**src/include/coa_defs.vh**
```
`ifndef COA_DEFS_VH
`define COA_DEFS_VH
// address space selectors
`define COA_SPACE_NONE 3'h0
`define COA_SPACE_IRAM 3'h1
`define COA_SPACE_SFR 3'h2
`define COA_SPACE_XDATA 3'h3
`define COA_SPACE_CODE 3'h4
`define COA_SPACE_BIT 3'h5
`define COA_SPACE_IMM 3'h6
`define COA_SPACE_IMPL 3'h7
// operand kind codes
`define COA_MODE_NONE 3'h0
`define COA_MODE_DIRECT 3'h1
`define COA_MODE_IND8 3'h2
`define COA_MODE_IND16 3'h3
`define COA_MODE_REG 3'h4
`define COA_MODE_IMPL 3'h5
`define COA_MODE_IMM 3'h6
`define COA_MODE_BIT 3'h7
// internal ram / sfr split of the 8-bit direct space
`define COA_SFR_BASE 8'h80
// bit space split and byte bases
`define COA_BIT_RAM_LIMIT 8'h80
`define COA_BIT_RAM_BASE 8'h20
`define COA_BIT_SFR_MASK 8'hF8
// status word bank select field
`define COA_PSW_BANK_LSB 3
`define COA_BANK_SIZE_LOG2 3
// reset values
`define COA_RST_ADDR 16'h0000
`define COA_RST_DATA 8'h00
`endif

```
**src/hw/coa_operand_addressing.v**
```verilog
`timescale 1ns/10ps
// Summary of operation
// - direct 8-bit field reaches ram or sfr
// - 8-bit indirect via bank pointer zero/one
// - 16-bit indirect uses data pointer
// - opcode low bits select bank register
// - implied operand, no specifier decoded
// - immediate bytes are data, not address
// - code read at data pointer plus accumulator
// - bit operand from 256-bit space
// - address formed in one clock
// - classic opcode encodings kept
// - held in reset while pin low
// - low 128 bits ram, rest sfr
module coa_operand_addressing (
  input wire core_clk_i,
  input wire nrst_i,
  input wire decode_valid_i,
  input wire [7:0] opcode_i,
  input wire [7:0] operand_byte1_i,
  input wire [7:0] operand_byte2_i,
  input wire [7:0] accumulator_i,
  input wire [15:0] data_pointer_i,
  input wire [7:0] status_word_i,
  input wire [7:0] indirect_pointer_zero_i,
  input wire [7:0] indirect_pointer_one_i,
  output reg addr_valid_o,
  output reg [2:0] addr_space_o,
  output reg [2:0] addr_mode_o,
  output reg [15:0] operand_addr_o,
  output reg [7:0] immediate_o,
  output reg [2:0] bit_pos_o,
  output reg [2:0] reg_index_o
);
`include "coa_defs.vh"
  wire [1:0] bank_sel;
  wire [7:0] bank_base;
  wire [7:0] bit_byte;
  wire [2:0] bit_pos;
  wire bit_is_sfr;
  reg [2:0] mode_d;
  reg [2:0] space_d;
  reg [15:0] addr_d;
  reg [7:0] imm_d;
  reg [2:0] idx_d;
  reg [7:0] dir_byte;
  reg [7:0] bit_field;
  reg dir_imm;
  assign bank_sel = status_word_i[`COA_PSW_BANK_LSB+1:`COA_PSW_BANK_LSB];
  assign bank_base = {3'h0, bank_sel, 3'h0};
  coa_bit_map u_bit_map (
    .bit_addr_i(bit_field),
    .byte_addr_o(bit_byte),
    .bit_pos_o(bit_pos),
    .is_sfr_o(bit_is_sfr)
  );
  always @* begin
    mode_d = `COA_MODE_NONE;
    dir_byte = operand_byte1_i;
    bit_field = operand_byte1_i;
    idx_d = opcode_i[2:0];
    imm_d = `COA_RST_DATA;
    dir_imm = 1'b0;
    if (opcode_i[3]) begin
      mode_d = `COA_MODE_REG;
    end else begin
      case (opcode_i[2:0])
        3'h0: begin
          case (opcode_i[7:4])
            4'h0: mode_d = `COA_MODE_IMPL;
            4'h1: mode_d = `COA_MODE_BIT;
            4'h2: mode_d = `COA_MODE_BIT;
            4'h3: mode_d = `COA_MODE_BIT;
            4'h4: mode_d = `COA_MODE_IMPL;
            4'h5: mode_d = `COA_MODE_IMPL;
            4'h6: mode_d = `COA_MODE_IMPL;
            4'h7: mode_d = `COA_MODE_IMPL;
            4'h8: mode_d = `COA_MODE_IMPL;
            4'h9: mode_d = `COA_MODE_IMM;
            4'hA: mode_d = `COA_MODE_BIT;
            4'hB: mode_d = `COA_MODE_BIT;
            4'hC: mode_d = `COA_MODE_DIRECT;
            4'hD: mode_d = `COA_MODE_DIRECT;
            4'hE: mode_d = `COA_MODE_IND16;
            4'hF: mode_d = `COA_MODE_IND16;
            default: mode_d = `COA_MODE_IMPL;
          endcase
        end
        3'h1: begin
          // absolute jumps and calls
          case (opcode_i[7:4])
            4'h0: mode_d = `COA_MODE_IMPL;
            4'h1: mode_d = `COA_MODE_IMPL;
            4'h2: mode_d = `COA_MODE_IMPL;
            4'h3: mode_d = `COA_MODE_IMPL;
            4'h4: mode_d = `COA_MODE_IMPL;
            4'h5: mode_d = `COA_MODE_IMPL;
            4'h6: mode_d = `COA_MODE_IMPL;
            4'h7: mode_d = `COA_MODE_IMPL;
            4'h8: mode_d = `COA_MODE_IMPL;
            4'h9: mode_d = `COA_MODE_IMPL;
            4'hA: mode_d = `COA_MODE_IMPL;
            4'hB: mode_d = `COA_MODE_IMPL;
            4'hC: mode_d = `COA_MODE_IMPL;
            4'hD: mode_d = `COA_MODE_IMPL;
            4'hE: mode_d = `COA_MODE_IMPL;
            4'hF: mode_d = `COA_MODE_IMPL;
            default: mode_d = `COA_MODE_IMPL;
          endcase
        end
        3'h2: begin
          case (opcode_i[7:4])
            4'h0: mode_d = `COA_MODE_IMPL;
            4'h1: mode_d = `COA_MODE_IMPL;
            4'h2: mode_d = `COA_MODE_IMPL;
            4'h3: mode_d = `COA_MODE_IMPL;
            4'h4: mode_d = `COA_MODE_DIRECT;
            4'h5: mode_d = `COA_MODE_DIRECT;
            4'h6: mode_d = `COA_MODE_DIRECT;
            4'h7: mode_d = `COA_MODE_BIT;
            4'h8: mode_d = `COA_MODE_BIT;
            4'h9: mode_d = `COA_MODE_BIT;
            4'hA: mode_d = `COA_MODE_BIT;
            4'hB: mode_d = `COA_MODE_BIT;
            4'hC: mode_d = `COA_MODE_BIT;
            4'hD: mode_d = `COA_MODE_BIT;
            4'hE: mode_d = `COA_MODE_IND8;
            4'hF: mode_d = `COA_MODE_IND8;
            default: mode_d = `COA_MODE_IMPL;
          endcase
        end
        3'h3: begin
          case (opcode_i[7:4])
            4'h0: mode_d = `COA_MODE_IMPL;
            4'h1: mode_d = `COA_MODE_IMPL;
            4'h2: mode_d = `COA_MODE_IMPL;
            4'h3: mode_d = `COA_MODE_IMPL;
            4'h4, 4'h5, 4'h6: begin
              // direct target, constant in second byte
              mode_d = `COA_MODE_DIRECT;
              dir_imm = 1'b1;
            end
            4'h7: mode_d = `COA_MODE_IMPL;
            4'h8: mode_d = `COA_MODE_IND16;
            4'h9: mode_d = `COA_MODE_IND16;
            4'hA: mode_d = `COA_MODE_IMPL;
            4'hB: mode_d = `COA_MODE_IMPL;
            4'hC: mode_d = `COA_MODE_IMPL;
            4'hD: mode_d = `COA_MODE_IMPL;
            4'hE: mode_d = `COA_MODE_IND8;
            4'hF: mode_d = `COA_MODE_IND8;
            default: mode_d = `COA_MODE_IMPL;
          endcase
        end
        3'h4: begin
          case (opcode_i[7:4])
            4'h0: mode_d = `COA_MODE_IMPL;
            4'h1: mode_d = `COA_MODE_IMPL;
            4'h2: mode_d = `COA_MODE_IMM;
            4'h3: mode_d = `COA_MODE_IMM;
            4'h4: mode_d = `COA_MODE_IMM;
            4'h5: mode_d = `COA_MODE_IMM;
            4'h6: mode_d = `COA_MODE_IMM;
            4'h7: mode_d = `COA_MODE_IMM;
            4'h8: mode_d = `COA_MODE_IMPL;
            4'h9: mode_d = `COA_MODE_IMM;
            4'hA: mode_d = `COA_MODE_IMPL;
            4'hB: mode_d = `COA_MODE_IMM;
            4'hC: mode_d = `COA_MODE_IMPL;
            4'hD: mode_d = `COA_MODE_IMPL;
            4'hE: mode_d = `COA_MODE_IMPL;
            4'hF: mode_d = `COA_MODE_IMPL;
            default: mode_d = `COA_MODE_IMPL;
          endcase
        end
        3'h5: begin
          case (opcode_i[7:4])
            4'h0: mode_d = `COA_MODE_DIRECT;
            4'h1: mode_d = `COA_MODE_DIRECT;
            4'h2: mode_d = `COA_MODE_DIRECT;
            4'h3: mode_d = `COA_MODE_DIRECT;
            4'h4: mode_d = `COA_MODE_DIRECT;
            4'h5: mode_d = `COA_MODE_DIRECT;
            4'h6: mode_d = `COA_MODE_DIRECT;
            4'h7: begin
              mode_d = `COA_MODE_DIRECT;
              dir_imm = 1'b1;
            end
            4'h8: mode_d = `COA_MODE_DIRECT;
            4'h9: mode_d = `COA_MODE_DIRECT;
            4'hA: mode_d = `COA_MODE_DIRECT;
            4'hB: mode_d = `COA_MODE_DIRECT;
            4'hC: mode_d = `COA_MODE_DIRECT;
            4'hD: mode_d = `COA_MODE_DIRECT;
            4'hE: mode_d = `COA_MODE_DIRECT;
            4'hF: mode_d = `COA_MODE_DIRECT;
            default: mode_d = `COA_MODE_DIRECT;
          endcase
        end
        3'h6: begin
          case (opcode_i[7:4])
            4'h0: mode_d = `COA_MODE_IND8;
            4'h1: mode_d = `COA_MODE_IND8;
            4'h2: mode_d = `COA_MODE_IND8;
            4'h3: mode_d = `COA_MODE_IND8;
            4'h4: mode_d = `COA_MODE_IND8;
            4'h5: mode_d = `COA_MODE_IND8;
            4'h6: mode_d = `COA_MODE_IND8;
            4'h7: mode_d = `COA_MODE_IND8;
            4'h8: mode_d = `COA_MODE_IND8;
            4'h9: mode_d = `COA_MODE_IND8;
            4'hA: mode_d = `COA_MODE_IND8;
            4'hB: mode_d = `COA_MODE_IND8;
            4'hC: mode_d = `COA_MODE_IND8;
            4'hD: mode_d = `COA_MODE_IND8;
            4'hE: mode_d = `COA_MODE_IND8;
            4'hF: mode_d = `COA_MODE_IND8;
            default: mode_d = `COA_MODE_IND8;
          endcase
        end
        3'h7: begin
          case (opcode_i[7:4])
            4'h0: mode_d = `COA_MODE_IND8;
            4'h1: mode_d = `COA_MODE_IND8;
            4'h2: mode_d = `COA_MODE_IND8;
            4'h3: mode_d = `COA_MODE_IND8;
            4'h4: mode_d = `COA_MODE_IND8;
            4'h5: mode_d = `COA_MODE_IND8;
            4'h6: mode_d = `COA_MODE_IND8;
            4'h7: mode_d = `COA_MODE_IND8;
            4'h8: mode_d = `COA_MODE_IND8;
            4'h9: mode_d = `COA_MODE_IND8;
            4'hA: mode_d = `COA_MODE_IND8;
            4'hB: mode_d = `COA_MODE_IND8;
            4'hC: mode_d = `COA_MODE_IND8;
            4'hD: mode_d = `COA_MODE_IND8;
            4'hE: mode_d = `COA_MODE_IND8;
            4'hF: mode_d = `COA_MODE_IND8;
            default: mode_d = `COA_MODE_IND8;
          endcase
        end
        default: begin
          mode_d = `COA_MODE_IMPL;
        end
      endcase
    end
    space_d = `COA_SPACE_NONE;
    addr_d = `COA_RST_ADDR;
    case (mode_d)
      `COA_MODE_DIRECT: begin
        space_d = (dir_byte >= `COA_SFR_BASE) ? `COA_SPACE_SFR : `COA_SPACE_IRAM;
        addr_d = {8'h00, dir_byte};
        if (dir_imm) begin
          imm_d = operand_byte2_i;
        end
      end
      `COA_MODE_IND8: begin
        space_d = (opcode_i[7:5] == 3'h7 && !opcode_i[2]) ? `COA_SPACE_XDATA : `COA_SPACE_IRAM;
        addr_d = {8'h00, opcode_i[0] ? indirect_pointer_one_i : indirect_pointer_zero_i};
      end
      `COA_MODE_IND16: begin
        if (opcode_i == 8'h93 || opcode_i == 8'h83) begin
          space_d = `COA_SPACE_CODE;
          addr_d = data_pointer_i + {8'h00, accumulator_i};
        end else begin
          space_d = `COA_SPACE_XDATA;
          addr_d = data_pointer_i;
        end
      end
      `COA_MODE_REG: begin
        space_d = `COA_SPACE_IRAM;
        addr_d = {8'h00, bank_base | {5'h00, opcode_i[2:0]}};
      end
      `COA_MODE_IMM: begin
        space_d = `COA_SPACE_IMM;
        imm_d = operand_byte1_i;
      end
      `COA_MODE_BIT: begin
        space_d = `COA_SPACE_BIT;
        addr_d = {8'h00, bit_byte};
      end
      default: begin
        space_d = `COA_SPACE_IMPL;
      end
    endcase
  end
  always @(posedge core_clk_i or negedge nrst_i) begin
    if (!nrst_i) begin
      addr_valid_o <= 1'b0;
      addr_space_o <= `COA_SPACE_NONE;
      addr_mode_o <= `COA_MODE_NONE;
      operand_addr_o <= `COA_RST_ADDR;
      immediate_o <= `COA_RST_DATA;
      bit_pos_o <= 3'h0;
      reg_index_o <= 3'h0;
    end else begin
      addr_valid_o <= decode_valid_i;
      if (decode_valid_i) begin
        addr_space_o <= (mode_d == `COA_MODE_BIT && !bit_is_sfr) ? `COA_SPACE_BIT : space_d;
        addr_mode_o <= mode_d;
        operand_addr_o <= addr_d;
        immediate_o <= imm_d;
        bit_pos_o <= bit_pos;
        reg_index_o <= idx_d;
      end
    end
  end
endmodule // coa_operand_addressing

```
**src/hw/coa_bit_map.v**
```verilog
`timescale 1ns/10ps
module coa_bit_map (
  input wire [7:0] bit_addr_i,
  output wire [7:0] byte_addr_o,
  output wire [2:0] bit_pos_o,
  output wire is_sfr_o
);
`include "coa_defs.vh"
  // lower half maps onto ram bytes, upper half onto sfr bytes ending in 0 or 8
  assign is_sfr_o = (bit_addr_i >= `COA_BIT_RAM_LIMIT);
  assign bit_pos_o = bit_addr_i[2:0];
  assign byte_addr_o = is_sfr_o ? (bit_addr_i & `COA_BIT_SFR_MASK) :
                       (`COA_BIT_RAM_BASE + {4'h0, bit_addr_i[6:3]});
endmodule // coa_bit_map

```
**config.mk**
```make
export PLATFORM = sky130hd
export DESIGN_NAME = coa_operand_addressing
export DESIGN_NICKNAME = d
export VERILOG_FILES = /design/src/hw/coa_operand_addressing.v /design/src/hw/coa_bit_map.v
export VERILOG_INCLUDE_DIRS = /design/src /design/src/include
export SDC_FILE = /design/constraint.sdc
export NUM_CORES = 1
export LEC_CHECK = 0
export ABC_AREA = 1
export CELL_PAD_IN_SITES_DETAIL_PLACEMENT = 0
export CELL_PAD_IN_SITES_GLOBAL_PLACEMENT = 2
export CORE_MARGIN = 5
export CORE_UTILIZATION = 33
export CTS_CLUSTER_SIZE = 16
export DETAILED_ROUTE_END_ITERATION = 8
export DONT_BUFFER_PORTS = 1
export PLACE_DENSITY_LB_ADDON = 0.1
export SETUP_SLACK_MARGIN = 0.15
export SLEW_MARGIN = 15
export SYNTH_ARGS = -nofsm -noshare
export SYNTH_HDL_FRONTEND = slang
export SYNTH_SLANG_ARGS = --single-unit
```
**constraint.sdc**
```tcl
create_clock -name core_clk_i -period 0.8 [get_ports core_clk_i]
set_input_delay 0.12 -clock core_clk_i [delete_from_list [all_inputs] [get_ports core_clk_i]]
set_output_delay 0.12 -clock core_clk_i [all_outputs]
set_load 0.01 [all_outputs]
```
## Yosys cells after proc, flatten, opt, wreduce, memory -nomap -nowiden

Memories as Yosys holds them, arrays and structs flattened.
Cells that the tools add are included.

- Muxes and demuxes: 19
- Bitwise gates (word level): 1
- $lt $le $gt $ge: 1
- $add $sub $neg: 2
- Equality and inequality tests: 31
- Reduce and logical (&&, ||, !) cells: 12

Operator list:

| operator | count |
|---|---|
| 16-bit one-hot mux with 5 select lines | 1 |
| 4-bit equality test, second input constant | 8 |
| 3-bit equality test, second input constant | 8 |
| 8-bit two-way mux | 3 |
| 3-bit one-hot mux with 8 select lines | 1 |
| 3-bit one-hot mux with 6 select lines | 1 |
| 16-bit by 8-bit adder with 16-bit output | 1 |
| 4-bit by 3-bit equality test with 1-bit output, second input constant | 4 |
| 8-bit equality test, second input constant | 2 |
| 16-bit two-way mux | 1 |
| 8-bit one-hot mux with 2 select lines | 1 |
| 16-bit OR reduction | 1 |
| 3-bit by 2-bit equality test with 1-bit output, second input constant | 4 |
| 3-bit two-way mux | 4 |
| 3-bit one-hot mux with 4 select lines | 1 |
| 9-bit OR reduction | 1 |
| 4-bit by 2-bit equality test with 1-bit output, second input constant | 2 |
| 8-bit >= comparator, second input constant | 1 |
| 6-bit by 4-bit adder with 7-bit output, first input constant | 1 |
| 3-bit by 1-bit equality test with 1-bit output, second input constant | 2 |
| 5-bit by 3-bit bitwise OR with 5-bit output | 1 |
| 4-bit by 1-bit equality test with 1-bit output, second input constant | 1 |
| 4-bit logical NOT | 1 |
| 2-bit two-way mux | 2 |
| 8 further kinds | 13 |

- Memory bits (read-only): 128
- Memories: 3
- Register bits after elaboration: 37
- Logic and storage cells: 76

Memory list:

| memory | words | width | read ports | clocked after Yosys merged registers in | wr ports | line | RTL |
|---|---|---|---|---|---|---|---|
| (no name shown) | 16 | 3 | 1 | 0 | 0 | coa_operand_addressing.v:69 | `case (opcode_i[7:4])` |
| (no name shown) | 16 | 3 | 1 | 0 | 0 | coa_operand_addressing.v:112 | `case (opcode_i[7:4])` |
| (no name shown) | 16 | 2 | 1 | 0 | 0 | coa_operand_addressing.v:156 | `case (opcode_i[7:4])` |

## Longest topological paths before layout

Gate-level depths: netlist of the first run.

- Word-level depth: 8
- Depth in mapped cells: 16
- Gate-level depth less buffers: 16

## Hierarchy

Synthesis of the first run repeated with hierarchy kept, for this count alone.

- Cells, all modules: 457
- Area total of the unflattened synthesis: 2939.1 µm²

By module, submodules not included:

| module | seq. area each (µm²) | area an instance (µm²) | times used | cells each |
|---|---|---|---|---|
| coa_operand_addressing | 925.9 | 2841.5 | 1 | 436 |
| coa_bit_map | 0.0 | 97.6 | 1 | 21 |

## Worst setup path after synthesis of the first run

OpenSTA, ideal clock, no wires.

- Path type: input -> register
- Start: input port accumulator_i[0]
- End: register operand_addr_o[12]
- Slack: -0.824 ns
- Stages: 13
- Path buffers: 0
- Data required time: 0.678 ns
- Arrival time: 1.502 ns
- Path through: ha_1 inv_1 fa_1 inv_1 nand3_1 nand2_1 nand2_1 nand2_1 nand2_1 nand3_1 nand4_1 o21ai_1 o21ai_1

- Cells in the longest elaborated chain, start to end: 3

Ends and longest elaborated chain:

| element | line | RTL |
|---|---|---|
| start, declared | coa_operand_addressing.v:22 | `input wire [7:0] accumulator_i,` |
| 16-bit by 8-bit adder with 16-bit output | coa_operand_addressing.v:264 | `addr_d = data_pointer_i + {8'h00, accumulator_i};` |
| 16-bit two-way mux | coa_operand_addressing.v:262 | `if (opcode_i == 8'h93 \|\| opcode_i == 8'h83) begin` |
| 16-bit one-hot mux with 5 select lines | coa_operand_addressing.v:249 | `case (mode_d)` |
| end signal, assigned | coa_operand_addressing.v:292 | `` operand_addr_o <= `COA_RST_ADDR; `` |
| end signal, assigned | coa_operand_addressing.v:301 | `operand_addr_o <= addr_d;` |
| end, declared | coa_operand_addressing.v:30 | `output reg [15:0] operand_addr_o,` |

No other way between the ends.
A chain may end at the register's enable or synchronous reset.

## Worst setup path after layout of the first run

Ends and elaborated chain as after synthesis.

==> metrics.yaml, run 1 <==
status: "finished, violations left"
violations: "hold timing, setup timing"
ys_warn_count: 0
setup_tns_ps: -13550
crit_type: "input port to flop"
htreeDepth: 2
drt_first_pass_iters: 4
drv_slew: 0
synthDominantCellAreaShare: 0.318
dp_hpwl_um: 7700
async_flop_share: 1.00
cts_tree: "built"
num_rows: 34
crit_path_start_kind: "input port"
cp.required_ps: 980
via_per_inst: 4.84
cts_buffer_depth: 2
rsz0062_at_grt: "yes"
wl_met1_um: 4660
setup_viol: 65
fin_cells: 657
first_global_vias: 3228
routed_wl_um: 9980
synthesis.area_sq_um: 2910
syn_nets: 531
powerDensity_nw_per_um2: 1180
r2r-start: "operand_addr_o[14]"
fin_area_sq_um: 4650
worst-path-max-fanout: 4
crit_start: "accumulator_i[0]"
place_inst: 614
rr_worst_depth: 4
yosys.area.top_type: "dfrtp_1"
synth_fa_ha_area_frac: 0.0412
clk_root_buffer_cell: "clkbuf_8"
routed-wl-met2_um: 4750
clock_latency_ps: 280
antenna_found_initial: 0
synth_compound_area_frac: 0.0992
min_path_type: "input port to async pin"
dr.first_iter.drc_count: 66
hold_violations: 38
nNetsFinal: 632
ys_ff_latch: 37
cts_hold_buf: 6
die_area_sq_um: 10800
yosysSeqAreaShare: 0.318
synth-simple-area-share: 0.451
routed-wl-met3_um: 495
die_w_um: 104
io_buffers: 0
drive_gt1_frac: 0.435
worst_r2r_endpoint: "operand_addr_o[14]"
synth.distinct_cells: 38
syn_inst: 447
syn_to_final_growth_pct: 59.6
grt_pass1_wl_um: 16300
numClockSinks: 37
ant_nets: 0
cts_buffers: 5
die_h_um: 104
grt.overflow.total: 0
grt_max_degree: 38
hold_slack_ps: -476
power_leakage_nw: 2.31
synthMuxAreaShare: 0.00687
tightest_slew_ps: 581
place_congestion: 0.815
clock_skew_ps: 0
max_freq_mhz: 770
end_kind: "flop"
drc_errors: 0
clk_pin_slew_ps: 70
synthTopCellsByArea: "dfrtp_1 32%, nand2_1 24%, nand3_1 5.8%"
num_io_pins: 112
setup_ws_ps: -499
cp.arrival_ps: 1480
post-route-period-util: 1.62
wl_per_cell_um: 15.2
synth_top_family_by_area: "simple AND/OR/NAND/NOR gates"
initial_core_util: 0.336
ir_drop_mv: 0.677
max-cap-violations: 0
grt_usage: 0.183
slew_headroom: 0.613
synth_edf_count: 0
r2r_setup_slack_ps: -70
antennaDiodeCount: 0
place_area_sq_um: 3720
post-place-ws_ps: -893
core_sq_um: 8680
ys.flop_type: "dfrtp_1"
top_layer: "met4"
syn_avg_cell_area_sq_um: 6.52
synth_xor_area_frac: 0.0180
fin_crit_ps: 1300
vias: 3182
## cells by family after synthesis
| family | count (synthesis) |
|---|---|
| and+or+nand+nor | 295 |
| adders and majority gates | 9 |
| AOI/OAI and AO/OA | 50 |
| muxes | 2 |
| DFF | 37 |
| xor gates and xnor gates | 6 |
| buffers and inverters | 48 |
## timing repair
| item | CTS | global route |
|---|---|---|
| endpoints found under the setup margin | 71 | 73 |
| pin swaps | 62 | 60 |
| buffers inserted | 16 | 13 |
| hold endpoints to repair | 53 | 37 |
| resized for setup | 95 | 64 |
## worst max-delay path, cell delays in order
cell and delay [ps]:
ha_4 120, inv_2 40, fa_2 350, inv_2 60
nand3_2 50, nand2_2 70, nand2_2 60, nand2_2 60
nand2_2 50, nand3_2 80, nand4_1 170, o21ai_1 170
o21ai_1 70
## registers in the layout, indices dropped and copies added (netlist names)
| name | cells |
|---|---|
| addr_space_o | 3 |
| addr_valid_o | 1 |
| reg_index_o | 3 |
| operand_addr_o | 16 |
| addr_mode_o | 3 |
| bit_pos_o | 3 |
| immediate_o | 8 |
## worst max-delay path by stage
stage	to	cells after the start
finish	operand_addr_o[12]	13
global route	operand_addr_o[12]	14
floorplan	operand_addr_o[12]	14
CTS	operand_addr_o[12]	14
detailed placement	operand_addr_o[12]	14
global placement	operand_addr_o[12]	14
## synth_stat cells (2+ instances only)
master / instances
a21oi_1: 12
a22oi_1: 6
buf_2: 3
buf_4: 2
clkbuf_1: 4
dfrtp_1: 37
ha_1: 8
inv_1: 27
inv_2: 11
mux2i_1: 2
nand2_1: 189
nand2_2: 8
nand3_1: 34
nand3b_1: 4
nand4_1: 8
nor2_1: 33
nor2_2: 5
nor2_4: 5
nor3_2: 2
o211ai_1: 3
o21ai_0: 12
o21ai_1: 12
xor2_1: 5
## power breakdown
group          leakage (nW)  switching [mW]  internal [mW]
combinational          1.78           0.995           1.08
clock                0.0450           0.663          0.604
sequential            0.481           0.118           2.02
## per-stage QoR
| step | hold slack [ps] | power, mW | util |
|---|---|---|---|
| floorplan | -176 | 3.08 | - |
| global placement | -174 | 3.65 | 0.428 |
| detailed placement | -174 | 3.66 | 0.428 |
| CTS | -487 | 5.32 | 0.499 |
| global route | -498 | 5.83 | 0.536 |
| finish | -476 | 5.47 | 0.536 |
## per-layer routing
metal  GRT usage  vias up
li1            -     1641
met1       0.245     1462
met2       0.303       75
met3      0.0403        4
met4      0.0361        0
met5           0        -
## layout make-up
| type | count | area (sq um) |
|---|---|---|
| clock buffer | 6 | 72.6 |
| clock inverter | 2 | 10.0 |
| fill | 881 | 4030 |
| inverter | 38 | 179 |
| multi-input combinational | 362 | 2310 |
| sequential | 37 | 926 |
| tap | 108 | 135 |
| timing repair buffer | 104 | 1010 |
## cell usage in the layout (no fill, tap or decap), types with 11 or more instances in the layout
cell     Yosys  routed
nand3_2      0      11
nand2_2      8      28
nor2_1      33      15
dfrtp_1     37      37
buf_4        2      55
nand2_1    189     158
nor2_2       5      14
nor2_4       5      14
nand3_1     34      22
inv_1       27      21
o21ai_1     12      15
buf_6        0      37
(Power assumes the default switching activity.)
==> inputs of run 2 (changes only) <==
--- a/config.mk
+++ b/config.mk
@@ -8,9 +8,9 @@
 export LEC_CHECK = 0
 export ABC_AREA = 1
 export CELL_PAD_IN_SITES_DETAIL_PLACEMENT = 0
-export CELL_PAD_IN_SITES_GLOBAL_PLACEMENT = 2
+export CELL_PAD_IN_SITES_GLOBAL_PLACEMENT = 1
 export CORE_MARGIN = 5
-export CORE_UTILIZATION = 33
+export CORE_UTILIZATION = 40
 export CTS_CLUSTER_SIZE = 16
 export DETAILED_ROUTE_END_ITERATION = 8
 export DONT_BUFFER_PORTS = 1
==> constraint.sdc (replaced) <==
create_clock -name core_clk_i -period 1.2 [get_ports core_clk_i]
set_input_delay 0.18 -clock core_clk_i [delete_from_list [all_inputs] [get_ports core_clk_i]]
set_output_delay 0.18 -clock core_clk_i [all_outputs]
set_load 0.01 [all_outputs]
==> metrics.yaml, run 2 (synthesized netlist as in run 1, its figures left out) <==
cts_buffers: 5
grt_usage: 0.199
hold_slack_ps: -418
clk_root_buffer_cell: "clkbuf_8"
final_cell_mix: "168 x nand2_1, 42 x buf_4, 37 x dfrtp_1"
crit_family: "simple AND/OR/NAND/NOR gates"
crit_path_start_kind: "input port"
post-place-ws_ps: -511
grt_pass1_wl_um: 14200
wl_met1_um: 3860
crit_type: "input port to flop"
worst_r2r_endpoint: "addr_space_o[2]"
die_h_um: 95.3
num_io_pins: 112
grt_max_degree: 38
cp_num_buf_inv: 2
via_per_inst: 5.05
hold_violations: 37
drive_gt1_frac: 0.345
power_mw: 3.33
io_buffers: 0
cp_num_cells: 13
cp_slowest_stage_delay_ps: 340
dr.first_iter.drc_count: 115
numClockSinks: 37
clock_skew_ps: 0
r2r_setup_slack_ps: 480
drt_first_pass_iters: 5
status: "finished, violations left"
antennaDiodeCount: 0
cts_buffer_depth: 2
mostFrequentLayoutCell: "nand2_1"
max_freq_mhz: 710
post-route-period-util: 1.17
top_layer: "met4"
ant_nets: 0
crit_top_cell: "nand2_1"
drv_slew: 0
cp.required_ps: 1370
fin_crit_ps: 1410
cts_hold_buf: 1
first_global_vias: 2958
nNetsFinal: 584
routed-wl-met3_um: 738
syn_to_final_growth_pct: 38.4
clk_pin_slew_ps: 70
violations: "hold timing, setup timing"
htreeDepth: 2
place_congestion: 0.832
grt.overflow.total: 0
antenna_found_initial: 0
end_kind: "flop"
cts_tree: "built"
crit_start: "accumulator_i[0]"
core_sq_um: 7180
wl_per_cell_um: 15.2
worst-path-max-fanout: 4
cp_cell_sequence: "ha_4 > inv_2 > fa_2 > inv_1 > nand3_1 > nand2_1 > nand2_1 > nand2_1 > nand2_1 > nand3_2 > nand4_1 > o21ai_1 > o21ai_1"
cp.arrival_ps: 1570
tightest_slew_ps: 368
drc_errors: 0
power_leakage_nw: 2.00
setup_viol: 16
die_area_sq_um: 9090
routed_wl_um: 9090
reg_top3: "operand_addr_o: 16 flops, immediate_o: 8 flops"
r2r-start: "addr_space_o[2]"
rsz0062_at_grt: "yes"
cpMaxStageDelayCell: "fa_2"
initial_core_util: 0.406
dp_hpwl_um: 7130
largest_reg_flops: 16
largest-register: "operand_addr_o"
setup_ws_ps: -208
ir_drop_mv: 0.425
routed-wl-met2_um: 4390
rr_worst_depth: 2
min_path_type: "input port to async pin"
num_rows: 31
clock_latency_ps: 280
powerDensity_nw_per_um2: 825
vias: 3028
max-cap-violations: 0
slew_headroom: 0.754
die_w_um: 95.3
[run 2: cell type report]
cell class,instances,area [sq um]
well taps,99,124
fillers,739,3140
repair buffers,56,515
clock inverters,2,10.0
multi-input cells,362,2220
clock buffers,6,72.6
inverters,38,163
flip-flops and latches,37,926
[run 2: through the flow]
step	instance area, sq um	setup TNS [ps]	hold WS [ps]	instances	util
2_1_floorplan	3080	-5340	-116	447	-
3_3_place_gp	3490	-8770	-114	576	0.486
3_5_place_dp	3490	-9330	-115	576	0.486
4_1_cts	3830	-1190	-422	592	0.534
5_1_grt	4030	-3490	-436	600	0.562
6_report	4030	-1290	-418	600	0.562
[run 2: where the power goes]
part	total, mW	switching, mW	internal, mW
combinational	1.03	0.538	0.491
sequential	1.47	0.121	1.34
clock	0.831	0.428	0.403
[run 2: worst max-delay path by stage]
stage / end / slack, ps
finish: operand_addr_o[14] / -210
global route: operand_addr_o[12] / -370
CTS: operand_addr_o[12] / -180
detailed placement: operand_addr_o[14] / -510
global placement: operand_addr_o[12] / -490
floorplan: operand_addr_o[12] / -390
[run 2: layer usage]
| layer | up-vias | track usage |
|---|---|---|
| met5 | - | 0 |
| met4 | 0 | 0.0505 |
| met3 | 6 | 0.0442 |
| met2 | 97 | 0.331 |
| met1 | 1377 | 0.262 |
| li1 | 1548 | - |
[run 2: timing repair]
action	4_1_cts	5_1_grt
resized for setup	46	43
buffers inserted	7	8
pin swaps	29	49
hold endpoints to repair	38	37
endpoints found under the setup margin	27	27
==> inputs of run 3 (changes only) <==
--- a/config.mk
+++ b/config.mk
@@ -7,7 +7,7 @@
 export NUM_CORES = 1
 export LEC_CHECK = 0
 export ABC_AREA = 1
-export CELL_PAD_IN_SITES_DETAIL_PLACEMENT = 0
+export CELL_PAD_IN_SITES_DETAIL_PLACEMENT = 1
 export CELL_PAD_IN_SITES_GLOBAL_PLACEMENT = 1
 export CORE_MARGIN = 5
 export CORE_UTILIZATION = 40
==> metrics.yaml, run 3 (synthesized netlist as in run 1, its figures left out) <==
post-route-period-util: 1.20
io_buffers: 0
core_sq_um: 7180
antennaDiodeCount: 0
fin_crit_ps: 1450
syn_to_final_growth_pct: 43.4
min_path_type: "input port to async pin"
ant_nets: 0
setup_tns_ps: -2780
grt.overflow.total: 0
cp_slowest_stage_delay_ps: 340
numClockSinks: 37
cpMaxStageDelayCell: "fa_2"
clk_root_buffer_cell: "clkbuf_8"
worst-path-max-fanout: 3
wl_per_cell_um: 18.0
antenna_found_initial: 0
initial_core_util: 0.406
vias: 3238
violations: "hold timing, setup timing"
die_area_sq_um: 9090
drive_gt1_frac: 0.390
cp_cell_sequence: "ha_4 > inv_2 > fa_2 > inv_2 > nand3_2 > nand2_2 > nand2_2 > nand2_2 > nand2_2 > nand3_4 > buf_4 > buf_4 > nand2_2 > xor2_1 > o21ai_1"
crit_top_cell: "nand2_2"
cts_hold_buf: 1
power_leakage_nw: 2.03
mostFrequentLayoutCell: "nand2_1"
tightest_slew_ps: 404
num_rows: 31
ir_drop_mv: 0.352
powerDensity_nw_per_um2: 829
dp_hpwl_um: 7940
clock_latency_ps: 290
max_freq_mhz: 692
post-place-ws_ps: -555
fillerInstances: 896
place_inst: 576
slew_headroom: 0.730
clk_pin_slew_ps: 70
drc_errors: 0
end_kind: "flop"
nNetsFinal: 588
grt_pass1_wl_um: 17000
clock_skew_ps: 0
die_h_um: 95.3
reg_top3: "operand_addr_o: 16 flops, immediate_o: 8 flops"
largest-register: "operand_addr_o"
rsz0062_at_grt: "yes"
cts_buffers: 5
hold_slack_ps: -424
grt_usage: 0.238
largest_reg_flops: 16
first_global_vias: 3491
num_io_pins: 112
die_w_um: 95.3
crit_path_start_kind: "input port"
crit_type: "input port to flop"
routed_wl_um: 10900
status: "finished, violations left"
fin_area_sq_um: 4180
drt_first_pass_iters: 4
final_cell_mix: "160 x nand2_1, 40 x buf_4, 37 x dfrtp_1"
max-cap-violations: 0
hold_violations: 38
place_area_sq_um: 3490
htreeDepth: 2
cp.required_ps: 1410
setup_viol: 26
grt_max_degree: 38
setup_ws_ps: -246
cts_tree: "built"
via_per_inst: 5.36
drv_slew: 0
dr.first_iter.drc_count: 145
place_congestion: 0.832
cp.arrival_ps: 1660
cts_buffer_depth: 2
fin_cells: 604
run 3: what timing repair did:
item | 4_1_cts | 5_1_grt
gates cloned | 0 | 0
hold endpoints to repair | 38 | 37
setup buffers | 8 | 11
endpoints found under the setup margin | 27 | 27
pin swaps | 40 | 44
resized for setup | 76 | 47
run 3: critical path: cells and delay by family:
kind,cells,cell delay (ps)
AOI/OAI and AO/OA,1,130
xor gates and xnor gates,1,140
adders and majority gates,2,460
buffers and inverters,4,300
and+or+nand+nor,7,450
run 3: metrics by stage:
| stage | hold slack, ps | utilization | total power, mW |
|---|---|---|---|
| 3_3_place_gp | -114 | 0.486 | 2.31 |
| 3_5_place_dp | -115 | 0.486 | 2.34 |
| 2_1_floorplan | -116 | - | 2.05 |
| 4_1_cts | -426 | 0.545 | 3.32 |
| 6_report | -424 | 0.582 | 3.46 |
| 5_1_grt | -435 | 0.582 | 3.66 |
run 3: per-layer routing:
metal,vias up,GRT usage,wire length [um]
met5,-,0,0
met4,0,0.0469,161
met3,16,0.0442,726
met2,107,0.427,5550
met1,1565,0.296,4450
li1,1550,-,-
run 3: path summary, 6_finish.rpt:
| check | slack (ps) | from | to | cells past startpoint |
|---|---|---|---|---|
| max | -250 | accumulator_i[0] | operand_addr_o[8] | 15 |
| min reg2reg | 540 | operand_addr_o[3] | operand_addr_o[3] | 2 |
| max reg2reg | 440 | immediate_o[1] | immediate_o[1] | 2 |
| min | -420 | nrst_i | immediate_o[7] | 0 |
| max in group asynchronous | 1540 | nrst_i | operand_addr_o[10] | 0 |
| min in group core_clk_i | 0 | decode_valid_i | addr_space_o[1] | 2 |
run 3: layout make-up:
class	instances	area, sq um	share of cell area
multi-input cells	362	2320	0.555
flip-flops and latches	37	926	0.222
repair buffers	60	568	0.136
inverters	38	160	0.0383
well taps	99	124	0.0296
clock buffers	6	72.6	0.0174
clock inverters	2	10.0	0.00240
run 3: where the power goes:
group	switching, mW	leakage [nW]	total (mW)	internal (mW)
registers	0.123	0.481	1.47	1.34
clock network	0.434	0.0450	0.836	0.402
logic	0.624	1.51	1.16	0.536
